**config.mk**
```make
export PLATFORM = sky130hd
export DESIGN_NAME = bas_burst_seq
export DESIGN_NICKNAME = d
export VERILOG_FILES = /design/src/hw/bas_pkg.sv /design/src/hw/bas_burst_seq.sv
export VERILOG_INCLUDE_DIRS = /design/src /design/src/hw
export SDC_FILE = /design/constraint.sdc
export NUM_CORES = 1
export LEC_CHECK = 0
export BUFFER_PORTS_ARGS = -buffer_cell sky130_fd_sc_hd__buf_4
export CAP_MARGIN = 20
export CORE_ASPECT_RATIO = 1.75
export CORE_UTILIZATION = 45
export DETAILED_ROUTE_END_ITERATION = 7
export GPL_TIMING_DRIVEN = 0
export PLACE_DENSITY = 0.7
export SLEW_MARGIN = 20
export SYNTH_ARGS = -nofsm -noshare
export SYNTH_HDL_FRONTEND = slang
export SYNTH_SLANG_ARGS = --single-unit
```
**constraint.sdc**
```tcl
create_clock -name sys_clk_i -period 5.7 [get_ports sys_clk_i]
set_input_delay 1.14 -clock sys_clk_i [delete_from_list [all_inputs] [get_ports sys_clk_i]]
set_output_delay 1.14 -clock sys_clk_i [all_outputs]
set_load 0.02 [all_outputs]
```
**src/hw/bas_regs.svh**
```systemverilog
// Constants for the burst address sequencer
//
// Behaviour
// - Wrapped burst stays in a group of 16, 32, 64 or 128 bytes, self-aligned.
// - Wrap runs from start word to group end, then group start up to start.
// - Hybrid burst wraps once, then moves to first word of the next group.
// - After hybrid wrap, addresses increment linearly until chip select goes high.
// - Config bit 2 picks wrap style: 0 hybrid, 1 legacy; resets to 1.
// - Addresses count 16-bit words; group spans half its byte length in words.
// - Length field: 00=128, 01=64, 10=16, 11=32 bytes; resets to 11.
// - Hybrid bit applies only when the burst type bit is 0.
`ifndef BAS_REGS_SVH
`define BAS_REGS_SVH

// ----------------------------------------------------------------
// Configuration register zero layout
// ----------------------------------------------------------------
`define BAS_CR0_RESET 16'h8f2f
`define BAS_HYB_BIT 2
`define BAS_LEN_MSB 1
`define BAS_LEN_LSB 0

// ----------------------------------------------------------------
// Command-address word layout
// ----------------------------------------------------------------
`define BAS_TYPE_BIT 45
`define BAS_UPPER_MSB 44
`define BAS_UPPER_LSB 16
`define BAS_LOWER_MSB 2

// ----------------------------------------------------------------
// Word masks per group length
// ----------------------------------------------------------------
`define BAS_MASK_128 32'h0000_003f
`define BAS_MASK_64 32'h0000_001f
`define BAS_MASK_32 32'h0000_000f
`define BAS_MASK_16 32'h0000_0007

`endif

```
**src/hw/bas_pkg.sv**
```systemverilog
// Types for the burst address sequencer
`default_nettype none
package bas_pkg;
	// Gray path idle -> wrap -> linear
	typedef enum logic [1:0] {
		BAS_IDLE = 2'b00,
		BAS_WRAP = 2'b01,
		BAS_LINEAR = 2'b11
	} bas_state_e;

	typedef enum logic [1:0] {
		BAS_LEN_128 = 2'b00,
		BAS_LEN_64 = 2'b01,
		BAS_LEN_16 = 2'b10,
		BAS_LEN_32 = 2'b11
	} bas_len_e;

	typedef logic [31:0] bas_addr_t;
endpackage
`default_nettype wire

```
**src/hw/bas_burst_seq.sv**
```systemverilog
// Burst word address sequencer with assertions
`include "bas_regs.svh"
`default_nettype none
module bas_burst_seq
	import bas_pkg::*;
(
	// Clock and reset
	input wire logic sys_clk_i,
	input wire logic rst_b_i,
	// Chip select pin, asynchronous
	input wire logic cs_b_i,
	// Configuration write, same clock
	input wire logic cfg_wr_i,
	input wire logic [15:0] cfg_data_i,
	// Command-address capture and word transfer, same clock
	input wire logic ca_valid_i,
	input wire logic [47:0] command_address_word_i,
	input wire logic word_adv_i,
	// Sequencer outputs
	output logic [31:0] word_addr_o,
	output logic burst_active_o,
	output logic wrapping_o,
	output logic [15:0] config_reg_zero_o
);

	// ----------------------------------------------------------------
	// Chip select synchroniser
	// ----------------------------------------------------------------
	logic cs_m1;
	logic cs_m2;
	logic cs_m3;
	logic cs_level;
	wire cs_agree = (cs_m2 == cs_m3);
	wire cs_rise = cs_agree & cs_m3 & ~cs_level;

	always_ff @(posedge sys_clk_i) begin
		if (!rst_b_i) begin
			cs_m1 <= 1'b1;
			cs_m2 <= 1'b1;
			cs_m3 <= 1'b1;
			cs_level <= 1'b1;
		end else begin
			cs_m1 <= cs_b_i;
			cs_m2 <= cs_m1;
			cs_m3 <= cs_m2;
			if (cs_agree) begin
				cs_level <= cs_m3;
			end
		end
	end

	// ----------------------------------------------------------------
	// Configuration register zero
	// ----------------------------------------------------------------
	logic [15:0] config_reg_zero;

	always_ff @(posedge sys_clk_i) begin
		if (!rst_b_i) begin
			config_reg_zero <= `BAS_CR0_RESET;
		end else if (cfg_wr_i) begin
			config_reg_zero <= cfg_data_i;
		end
	end

	wire hybrid_burst_select = config_reg_zero[`BAS_HYB_BIT];
	wire [1:0] len_field = config_reg_zero[`BAS_LEN_MSB:`BAS_LEN_LSB];

	// ----------------------------------------------------------------
	// Group mask decode
	// ----------------------------------------------------------------
	bas_addr_t cfg_mask;
	assign cfg_mask = (len_field == BAS_LEN_128) ? `BAS_MASK_128 :
		(len_field == BAS_LEN_64) ? `BAS_MASK_64 :
		(len_field == BAS_LEN_16) ? `BAS_MASK_16 : `BAS_MASK_32;

	// ----------------------------------------------------------------
	// Start decode
	// ----------------------------------------------------------------
	wire burst_type_bit = command_address_word_i[`BAS_TYPE_BIT];
	bas_addr_t ca_addr;
	assign ca_addr = {command_address_word_i[`BAS_UPPER_MSB:`BAS_UPPER_LSB],
		command_address_word_i[`BAS_LOWER_MSB:0]};
	wire start_wrap = ~burst_type_bit;
	wire start_hybrid = ~burst_type_bit & ~hybrid_burst_select;

	// ----------------------------------------------------------------
	// Burst state
	// ----------------------------------------------------------------
	bas_state_e state;
	bas_state_e next_state;
	bas_addr_t addr;
	bas_addr_t next_addr;
	bas_addr_t mask;
	bas_addr_t start_low;
	logic hybrid;

	wire idle_start = ca_valid_i & (state == BAS_IDLE);
	bas_addr_t wrap_step;
	bas_addr_t group_next;
	bas_addr_t lin_step;
	assign lin_step = addr + 32'h0000_0001;
	assign wrap_step = (addr & ~mask) | (lin_step & mask);
	assign group_next = (addr | mask) + 32'h0000_0001;
	wire wrap_done = ((wrap_step & mask) == start_low);

	always_comb begin
		next_state = state;
		next_addr = addr;
		if (idle_start) begin
			next_state = start_wrap ? BAS_WRAP : BAS_LINEAR;
			next_addr = ca_addr;
		end else if (cs_rise) begin
			next_state = BAS_IDLE;
		end else if (word_adv_i) begin
			case (state)
				BAS_WRAP: begin
					if (wrap_done && hybrid) begin
						next_state = BAS_LINEAR;
						next_addr = group_next;
					end else begin
						next_addr = wrap_step;
					end
				end
				BAS_LINEAR: begin
					next_addr = lin_step;
				end
				default: begin
					next_addr = addr;
				end
			endcase
		end
	end

	always_ff @(posedge sys_clk_i) begin
		if (!rst_b_i) begin
			state <= BAS_IDLE;
			addr <= 32'h0000_0000;
			mask <= 32'h0000_0000;
			start_low <= 32'h0000_0000;
			hybrid <= 1'b0;
		end else begin
			state <= next_state;
			addr <= next_addr;
			if (idle_start) begin
				mask <= cfg_mask;
				start_low <= ca_addr & cfg_mask;
				hybrid <= start_hybrid;
			end
		end
	end

	// ----------------------------------------------------------------
	// Registered outputs
	// ----------------------------------------------------------------
	assign word_addr_o = addr;
	assign config_reg_zero_o = config_reg_zero;

	always_ff @(posedge sys_clk_i) begin
		if (!rst_b_i) begin
			burst_active_o <= 1'b0;
			wrapping_o <= 1'b0;
		end else begin
			burst_active_o <= (next_state != BAS_IDLE);
			wrapping_o <= (next_state == BAS_WRAP);
		end
	end
endmodule
`default_nettype wire

```
==> results of run 1 <==
-- routing by layer --
layer  wire, um  GRT usage [%]  vias to the layer above
li1           -              -                     2442
met1       5689          30.17                     2472
met2       8587          56.86                      252
met3        966          5.034                       86
met4       1296          26.75                        0
met5          0              0                        -
-- registers in the layout, indices dropped and copies added (netlist names) --
register / count
config_reg_zero_o: 16
cs_level: 1
word_addr_o: 32
burst_active_o: 1
cs_m1: 1
cs_m3: 1
state: 2
mask: 4
wrapping_o: 1
hybrid: 1
start_low: 6
cs_m2: 1
-- worst paths after layout --
check                    end  slack, ns  cells past startpoint
max reg2reg  word_addr_o[28]       2.08                     12
min reg2reg            cs_m2       0.41                      1
max          word_addr_o[28]       2.08                     12
min                    cs_m2       0.41                      1
-- area by class of cell --
cell class / count / area, um^2 / area share [%]
Sequential cell: 67 / 1341 / 23.06
Timing Repair Buffer: 102 / 765.7 / 13.17
Clock buffer: 12 / 246.5 / 4.238
Buffer: 51 / 216.5 / 3.722
Inverter: 7 / 26.28 / 0.4518
Clock inverter: 4 / 26.28 / 0.4518
Tap cell: 125 / 156.4 / 2.689
Multi-Input combinational cell: 487 / 3037 / 52.22
-- power groups by stage --
stage	registers, mW	clock network (mW)	logic [mW]
finish	0.527	0.520	0.310
global route	0.531	0.541	0.332
CTS	0.526	0.523	0.307
detailed placement	0.536	0	0.305
global placement	0.535	0	0.299
floorplan	0.554	0	0.161
-- worst max-delay path: stages (launching register included) --
cell and delay [ns]:
dfxtp_1 0.36, clkbuf_1 0.36, inv_1 0.13, ha_1 0.32
inv_1 0.09, ha_1 0.21, o21ai_0 0.23, nor3_1 0.85
nand4_1 0.20, xor2_1 0.20, o221ai_1 0.32, o21ai_1 0.12
a21oi_1 0.15
-- synthesized netlist by cell type, drive strengths merged, types with 3 or more instances --
cell / n / area (um^2)
a211o: 3 / 26.28
a21oi: 43 / 226.5
a31oi: 3 / 18.77
and2: 5 / 31.28
and3: 24 / 150.1
buf: 15 / 80.08
clkbuf: 36 / 136.4
dfxtp: 67 / 1341
ha: 5 / 62.56
inv: 7 / 26.28
mux2i: 27 / 270.3
nand2: 80 / 300.3
nand2b: 8 / 50.05
nand3: 31 / 155.2
nand4: 22 / 137.6
nor2: 40 / 150.1
nor3: 18 / 90.09
nor4: 11 / 108.9
o21ai: 53 / 302.8
o221ai: 11 / 96.34
o22ai: 15 / 93.84
or3: 3 / 18.77
or4: 4 / 33.78
xnor2: 17 / 148.9
xor2: 40 / 350.3
-- kinds of logic after synthesis --
group           after synthesis  share of synthesized area (%)
flops                        67                          29.07
buf+inv                      58                          5.260
mux                          27                          5.857
xor+xnor                     57                          10.82
compound gates              142                          19.33
simple gates                256                          28.31
fa+ha+maj                     5                          1.356
-- per-stage QoR --
step                      instance area (um^2)  power (mW)  utilization [%]
final                                     5816       1.357            58.69
after global placement                    5537      0.8336            55.87
after floorplan                           4614      0.7147                -
after detailed placement                  5543      0.8409            55.93
after global routing                      5816       1.404            58.69
after CTS                                 5816       1.356            58.69
==> impl_metrics.env, run 1 <==
export IMPL_status="completed"
export IMPL_maxSlewViolCount=0
export IMPL_cts_setup_buffers=0
export IMPL_clock_path_buffers=2
export IMPL_initial_core_util_pct=46.57
export IMPL_mostFrequentLayoutCells="buf_4, nand2_1, dfxtp_1"
export IMPL_drtPass1Iterations=5
export IMPL_antenna_found_initial=0
export IMPL_stdcell_count=855
export IMPL_slew_headroom_pct=21.72
export IMPL_hold_path_startpoint="cs_m1"
export IMPL_grt_ovfl_total=0
export IMPL_layout_commonest_cell="buf_4"
export IMPL_async_reset_ff_share_pct=0
export IMPL_skew_ns=0.009625
export IMPL_clockRootBuffer="clkbuf_16"
export IMPL_syn_area_um2=4614
export IMPL_cp_max_fo=10
export IMPL_grt_pass1_wl_um=25380
export IMPL_areaGrowthSynthToFinish_pct=26.03
export IMPL_grt_usage_pct=31.35
export IMPL_rsz0062_at_grt="no"
export IMPL_syn_instance_count=612
export IMPL_grt_max_degree=12
export IMPL_p_int_uw=925.0
export IMPL_drc=0
export IMPL_drt_total_wl_um=16540
export IMPL_cp_end_kind="flip-flop"
export IMPL_synthesis_nets=687
export IMPL_place_ws_ns=2.194
export IMPL_io_buffers=102
export IMPL_leakage_nw=2.222
export IMPL_ys_warnings_count=0
export IMPL_fp_dieW_um=78.55
export IMPL_clock_power_share_pct=38.3
export IMPL_htree_levels=3
export IMPL_hold_path_class="flip-flop to flip-flop"
export IMPL_gp_congestion=0.9570
export IMPL_path_clk_slew_ns=0.06
export IMPL_core_area_um2=9910
export IMPL_worstSkewPairLatency_ns=0.34
export IMPL_antenna_left=0
export IMPL_fin_ws_ns=2.080
export IMPL_min_period_ns=3.620
export IMPL_numClockSinks=67
export IMPL_worst_pin_slew_ns=1.165
export IMPL_hold_violations=0
export IMPL_r2r_start="mask[2]"
export IMPL_nFillCells=976
export IMPL_avgSynthCellArea_um2=7.540
export IMPL_vdd_drop_max_v=0.0001936
export IMPL_drive_gt1_share_pct=20.68
export IMPL_placementRows=48
export IMPL_worstPathRequired_ns=5.96
export IMPL_placedCellCount=839
export IMPL_cts_resized=0
export IMPL_power_density_nw_per_um2=233.3
export IMPL_final_nets=800
export IMPL_grt_pass1_vias=5061
export IMPL_cts_tree="done"
export IMPL_p_seq_share_pct=38.8
export IMPL_synth_cell_types=52
export IMPL_drt_iter0_markers=370
export IMPL_ctsHoldBuffers=0
export IMPL_avgRoutedWirePerCell_um=19.34
export IMPL_cts_buffers=9
export IMPL_worstSetupStartpointType="flip-flop"
export IMPL_timing_final_crit_share_pct=63.51
export IMPL_ys_ff_latch=67
export IMPL_dieArea_um2=10680
export IMPL_p_switching_uw=431.9
export IMPL_dp_hpwl_um=12550
export IMPL_max_freq_ghz=0.2762
export IMPL_synth_edf_count=0
export IMPL_insertedDiodeCount=0
export IMPL_netSwitchingFraction_pct=31.83
export IMPL_setup_violations=0
export IMPL_power_frac_comb_pct=22.8
export IMPL_startpoint="mask[2]"
export IMPL_cap_violations=0
export IMPL_dieHeight_um=136.0
export IMPL_synth_flop_cell="dfxtp_1"
export IMPL_setup_worst_path_class="flip-flop to flip-flop"
export IMPL_cp_arrival_ns=3.88
export IMPL_ys_seq_area_share_pct=29.07
export IMPL_hold_ws_ns=0.4072
export IMPL_viasPerCell=6.143
export IMPL_route_vias_total=5252
export IMPL_setup_tns_ns=0
export IMPL_io_pins=120
(Power assumes the default switching activity.)
==> run 2: changes to the inputs <==
--- a/config.mk
+++ b/config.mk
@@ -6,13 +6,14 @@
 export SDC_FILE = /design/constraint.sdc
 export NUM_CORES = 1
 export LEC_CHECK = 0
+export ABC_AREA = 1
 export BUFFER_PORTS_ARGS = -buffer_cell sky130_fd_sc_hd__buf_4
 export CAP_MARGIN = 20
 export CORE_ASPECT_RATIO = 1.75
 export CORE_UTILIZATION = 45
 export DETAILED_ROUTE_END_ITERATION = 7
 export GPL_TIMING_DRIVEN = 0
-export PLACE_DENSITY = 0.7
+export PLACE_DENSITY = 0.69
 export SLEW_MARGIN = 20
 export SYNTH_ARGS = -nofsm -noshare
 export SYNTH_HDL_FRONTEND = slang
==> constraint.sdc (replaced) <==
create_clock -name sys_clk_i -period 3.4 [get_ports sys_clk_i]
set_input_delay 0.68 -clock sys_clk_i [delete_from_list [all_inputs] [get_ports sys_clk_i]]
set_output_delay 0.68 -clock sys_clk_i [all_outputs]
set_load 0.02 [all_outputs]
==> impl_metrics.env, run 2 <==
export IMPL_dieHeight_um=141.2
export IMPL_worstSkewPairLatency_ns=0.35
export IMPL_gp_congestion=0.9949
export IMPL_final_nets=1060
export IMPL_fp_dieW_um=81.52
export IMPL_ys_seq_area_share_pct=26.93
export IMPL_grt_pass1_wl_um=28980
export IMPL_final_area_um2=6201
export IMPL_grt_pass1_vias=5692
export IMPL_clockRootBuffer="clkbuf_16"
export IMPL_io_pins=120
export IMPL_largest_reg_flops=32
export IMPL_place_ws_ns=0.6026
export IMPL_initial_core_util_pct=46.28
export IMPL_insertedDiodeCount=0
export IMPL_clock_path_buffers=2
export IMPL_hold_violations=0
export IMPL_cp_buffers_inverters=2
export IMPL_register_area_um2=1341
export IMPL_cts_resized=0
export IMPL_power_density_nw_per_um2=391.3
export IMPL_vdd_drop_max_v=0.0002582
export IMPL_antenna_left=0
export IMPL_drtPass1Iterations=8
export IMPL_ctsHoldBuffers=0
export IMPL_ff2ff_setup_slack_ns=0.52
export IMPL_io_buffers=103
export IMPL_grt_ovfl_total=0
export IMPL_p_total_mw=2.427
export IMPL_syn_instance_count=871
export IMPL_stdcell_count=1120
export IMPL_yosys_top_cells_count="nand2_1, nor2_1, inv_1, a21oi_1, dfxtp_1"
export IMPL_cp_slowest_cell="dfxtp_1"
export IMPL_areaGrowthSynthToFinish_pct=24.52
export IMPL_viasPerCell=5.428
export IMPL_grt_usage_pct=34.31
export IMPL_core_area_um2=10760
export IMPL_path_depth=14
export IMPL_synth_flop_cell="dfxtp_1"
export IMPL_layout_commonest_cell="nand2_1"
export IMPL_htree_levels=3
export IMPL_cp_end_kind="flip-flop"
export IMPL_antenna_found_initial=0
export IMPL_grt_max_degree=14
export IMPL_startpoint="word_addr_o[0]"
export IMPL_status="completed"
export IMPL_multi_input_area_um2=3171
export IMPL_async_reset_ff_share_pct=0
export IMPL_worstPathRequired_ns=3.61
export IMPL_placementRows=50
export IMPL_fin_ws_ns=0.5194
export IMPL_cp_arrival_ns=3.09
export IMPL_cts_buffers=9
export IMPL_avgSynthCellArea_um2=5.717
export IMPL_setup_tns_ns=0
export IMPL_synth_xor_area_share_pct=3.693
export IMPL_synthSimpleGateAreaFrac_pct=45.45
export IMPL_synth_area_mux_share_pct=0
export IMPL_ys_ff_latch=67
export IMPL_leakage_nw=2.725
export IMPL_rsz0062_at_grt="no"
export IMPL_cts_setup_buffers=0
export IMPL_min_period_ns=2.881
export IMPL_setup_worst_path_class="flip-flop to flip-flop"
export IMPL_synth_edf_count=0
export IMPL_ys_warnings_count=0
export IMPL_slew_headroom_pct=42.26
export IMPL_synth_top_family_by_area="simple AND/OR/NAND/NOR gates"
export IMPL_mostFrequentLayoutCells="nand2_1, nor2_1, buf_4"
export IMPL_cap_violations=0
export IMPL_hold_ws_ns=0.4132
export IMPL_dp_hpwl_um=14400
export IMPL_timing_final_crit_share_pct=84.72
export IMPL_syn_area_um2=4980
export IMPL_worstSetupStartpointType="flip-flop"
export IMPL_r2r_end="word_addr_o[22]"
export IMPL_drc=0
export IMPL_placedCellCount=1104
export IMPL_synthesis_nets=946
export IMPL_ff2ff_path_depth=14
export IMPL_synth_cell_types=34
export IMPL_drt_total_wl_um=18640
export IMPL_fin_util_pct=57.63
export IMPL_maxSlewViolCount=0
export IMPL_path_cells="inv_2 -> ha_1 -> nand2_1 -> nand2_1 -> nor2_1 -> nand2_1 -> nor2_1 -> nand3_2 -> o21bai_4 -> nand2_4 -> inv_1 -> nor2_1 -> nor2_1 -> nor2_1"
export IMPL_hold_path_class="flip-flop to flip-flop"
export IMPL_route_vias_total=6079
export IMPL_cp_top_family="simple AND/OR/NAND/NOR gates"
export IMPL_dieArea_um2=11510
export IMPL_numClockSinks=67
export IMPL_holdPathStages=1
export IMPL_synthAdderAreaFrac_pct=1.256
export IMPL_cts_tree="done"
export IMPL_setup_violations=0
export IMPL_drt_iter0_markers=471
export IMPL_skew_ns=0.01108
export IMPL_synth_top_area_share_pct=26.93
export IMPL_placed_area_um2=5916
export IMPL_yosys_area_top_type="dfxtp_1"
export IMPL_drive_gt1_share_pct=16.67
export IMPL_max_freq_ghz=0.3472
export IMPL_path_clk_slew_ns=0.07
export IMPL_synth_compound_area_share_pct=13.27
export IMPL_synthTopCellsByArea="dfxtp_1, nand2_1, nor2_1"
export IMPL_slowest_delay_ns=0.51
export IMPL_cp_max_fo=10
export IMPL_synth_most_common_cell="nand2_1"
export IMPL_r2r_start="word_addr_o[0]"
export IMPL_worst_pin_slew_ns=0.8661
export IMPL_nFillCells=1155
export IMPL_avgRoutedWirePerCell_um=16.64
export IMPL_critical_path_most_common_cell="nor2_1"
export IMPL_endpoint="word_addr_o[22]"
-- run 2: worst register-to-register path: cells and delay by family (launching register included) --
kind                     cells  cell delay (ns)
buffers and inverters        2             0.44
AND/OR/NAND/NOR             10             1.24
flip-flops                   1             0.51
adder cells (fa/ha/maj)      1             0.24
AO/OA/AOI/OAI                1             0.33
-- run 2: where the power goes --
group / internal [mW] / switching [mW]
sequential: 0.839 / 0.0662
combinational: 0.225 / 0.379
clock: 0.519 / 0.398
-- run 2: cell families after synthesis --
family,Yosys count
fa+ha+maj,5
simple gates,535
compound gates,126
xor+xnor,21
buf+inv,117
flops,67
-- run 2: layout make-up --
class / count / area share [%]
sequential: 67 / 21.63
tap: 130 / 2.623
clock buffer: 10 / 3.854
buffer: 30 / 2.280
timing repair buffer: 103 / 12.47
multi-input combinational: 687 / 51.13
inverter: 87 / 5.266
clock inverter: 6 / 0.7466
-- run 2: worst min-delay path by stage --
stage,slack [ns],end,start
global placement,0.40,cs_m2,cs_m1
CTS,0.42,cs_m2,cs_m1
detailed placement,0.40,cs_m2,cs_m1
finish,0.41,cs_m2,cs_m1
global route,0.44,cs_m2,cs_m1
floorplan,0.39,cs_m2,cs_m1
-- run 2: per-layer routing --
| layer | GRT usage, % | part of all wire, % |
|---|---|---|
| met2 | 60.22 | 52 |
| met3 | 6.731 | 5.2 |
| met1 | 33.21 | 35 |
| met5 | 0 | 0 |
| met4 | 28.20 | 8.4 |
==> run 3: changes to the inputs <==
==> constraint.sdc (replaced) <==
create_clock -name sys_clk_i -period 2.8 [get_ports sys_clk_i]
set_input_delay 0.56 -clock sys_clk_i [delete_from_list [all_inputs] [get_ports sys_clk_i]]
set_output_delay 0.56 -clock sys_clk_i [all_outputs]
set_load 0.02 [all_outputs]
==> impl_metrics.env, run 3 (synthesis results as in run 2) <==
export IMPL_p_total_mw=2.950
export IMPL_numClockSinks=67
export IMPL_grt_pass1_wl_um=28970
export IMPL_vdd_drop_max_v=0.0003143
export IMPL_placed_area_um2=5916
export IMPL_cts_tree="done"
export IMPL_io_buffers=103
export IMPL_hold_path_class="primary input to flip-flop"
export IMPL_antenna_left=0
export IMPL_clock_path_buffers=2
export IMPL_dieHeight_um=141.2
export IMPL_startpoint="word_addr_o[1]"
export IMPL_multi_input_area_um2=3181
export IMPL_drt_iter0_markers=450
export IMPL_placedCellCount=1104
export IMPL_path_cells="ha_1 -> inv_1 -> nand2_2 -> nand3_1 -> nand2_1 -> nand2_1 -> nor2_1 -> nand3_2 -> o21bai_4 -> nand2_4 -> clkinvlp_4 -> nor2_1 -> nor2_1 -> nor2_1"
export IMPL_fin_util_pct=57.78
export IMPL_timing_final_crit_share_pct=95.15
export IMPL_drive_gt1_share_pct=17.37
export IMPL_cp_end_kind="flip-flop"
export IMPL_io_pins=120
export IMPL_max_freq_ghz=0.3754
export IMPL_skew_ns=0.01086
export IMPL_dp_hpwl_um=14400
export IMPL_worstSetupStartpointType="flip-flop"
export IMPL_avgRoutedWirePerCell_um=16.69
export IMPL_grt_pass1_vias=5693
export IMPL_htree_levels=3
export IMPL_insertedDiodeCount=0
export IMPL_ctsHoldBuffers=0
export IMPL_stdcell_count=1120
export IMPL_path_clk_slew_ns=0.06
export IMPL_grt_max_degree=14
export IMPL_grt_usage_pct=34.28
export IMPL_fp_dieW_um=81.52
export IMPL_worst_pin_slew_ns=0.9089
export IMPL_setup_violations=0
export IMPL_fin_ws_ns=0.1359
export IMPL_r2r_start="word_addr_o[1]"
export IMPL_cts_buffers=9
export IMPL_drc=0
export IMPL_worstPathRequired_ns=3.01
export IMPL_gp_congestion=0.9949
export IMPL_largest_reg_flops=32
export IMPL_register_area_um2=1344
export IMPL_nFillCells=1154
export IMPL_route_vias_total=6078
export IMPL_ff2ff_setup_slack_ns=0.14
export IMPL_drtPass1Iterations=7
export IMPL_leakage_nw=2.719
export IMPL_setup_tns_ns=0
export IMPL_cp_slowest_cell="dfxtp_1"
export IMPL_status="completed"
export IMPL_drt_total_wl_um=18700
export IMPL_hold_violations=0
export IMPL_viasPerCell=5.427
export IMPL_initial_core_util_pct=46.28
export IMPL_clockRootBuffer="clkbuf_16"
export IMPL_antenna_found_initial=0
export IMPL_cp_arrival_ns=2.88
export IMPL_grt_ovfl_total=0
export IMPL_hold_path_startpoint="cs_b_i"
export IMPL_power_density_nw_per_um2=474.5
export IMPL_slew_headroom_pct=39.41
export IMPL_mostFrequentLayoutCells="nand2_1, nor2_1, buf_4"
export IMPL_cp_max_fo=10
export IMPL_rsz0062_at_grt="no"
export IMPL_place_ws_ns=0.002616
export IMPL_setup_worst_path_class="flip-flop to flip-flop"
export IMPL_hold_ws_ns=0.4020
export IMPL_placementRows=50
export IMPL_final_area_um2=6217
export IMPL_maxSlewViolCount=0
export IMPL_cap_violations=0
export IMPL_min_period_ns=2.664
export IMPL_dieArea_um2=11510
export IMPL_areaGrowthSynthToFinish_pct=24.85
export IMPL_slowest_delay_ns=0.50
export IMPL_critical_path_most_common_cell="nor2_1"
export IMPL_worstSkewPairLatency_ns=0.34
export IMPL_final_nets=1060
export IMPL_core_area_um2=10760
export IMPL_cts_setup_buffers=0
export IMPL_layout_commonest_cell="nand2_1"
run 3: final cells by class:
type / instances / area share [%]
tap: 130 / 2.616
multi-input combinational: 687 / 51.16
timing repair buffer: 103 / 12.44
clock buffer: 10 / 3.844
buffer: 30 / 2.274
clock inverter: 6 / 0.7446
inverter: 87 / 5.313
sequential: 67 / 21.61
run 3: final timing paths:
path              cells past startpoint               to
setup / recovery                     14  word_addr_o[22]
hold / removal                        2            cs_m1
setup reg to reg                     14  word_addr_o[22]
hold reg to reg                       1            cs_m2
run 3: per-layer routing:
layer / up-vias / GRT usage, % / wire [um]
li1: 2998 / - / -
met5: - / 0 / 0
met2: 231 / 60.18 / 9612
met4: 0 / 28.20 / 1576
met1: 2752 / 33.17 / 6531
met3: 97 / 6.731 / 975
run 3: what timing repair did:
item                                    CTS  global route
endpoints found under the setup margin    7            26
pin swaps                                 0             1
gates resized for setup                   1             7
run 3: critical path, delay by kind of cell (launching register included):
family | cells | cell delay (ns)
buf+inv | 2 | 0.28
simple gates | 10 | 1.17
fa+ha+maj | 1 | 0.27
flops | 1 | 0.50
compound gates | 1 | 0.31
run 3: power breakdown:
| group | switching [mW] | total, mW | internal (mW) |
|---|---|---|---|
| clock network | 0.483 | 1.11 | 0.630 |
| logic | 0.463 | 0.737 | 0.274 |
| registers | 0.0806 | 1.10 | 1.02 |
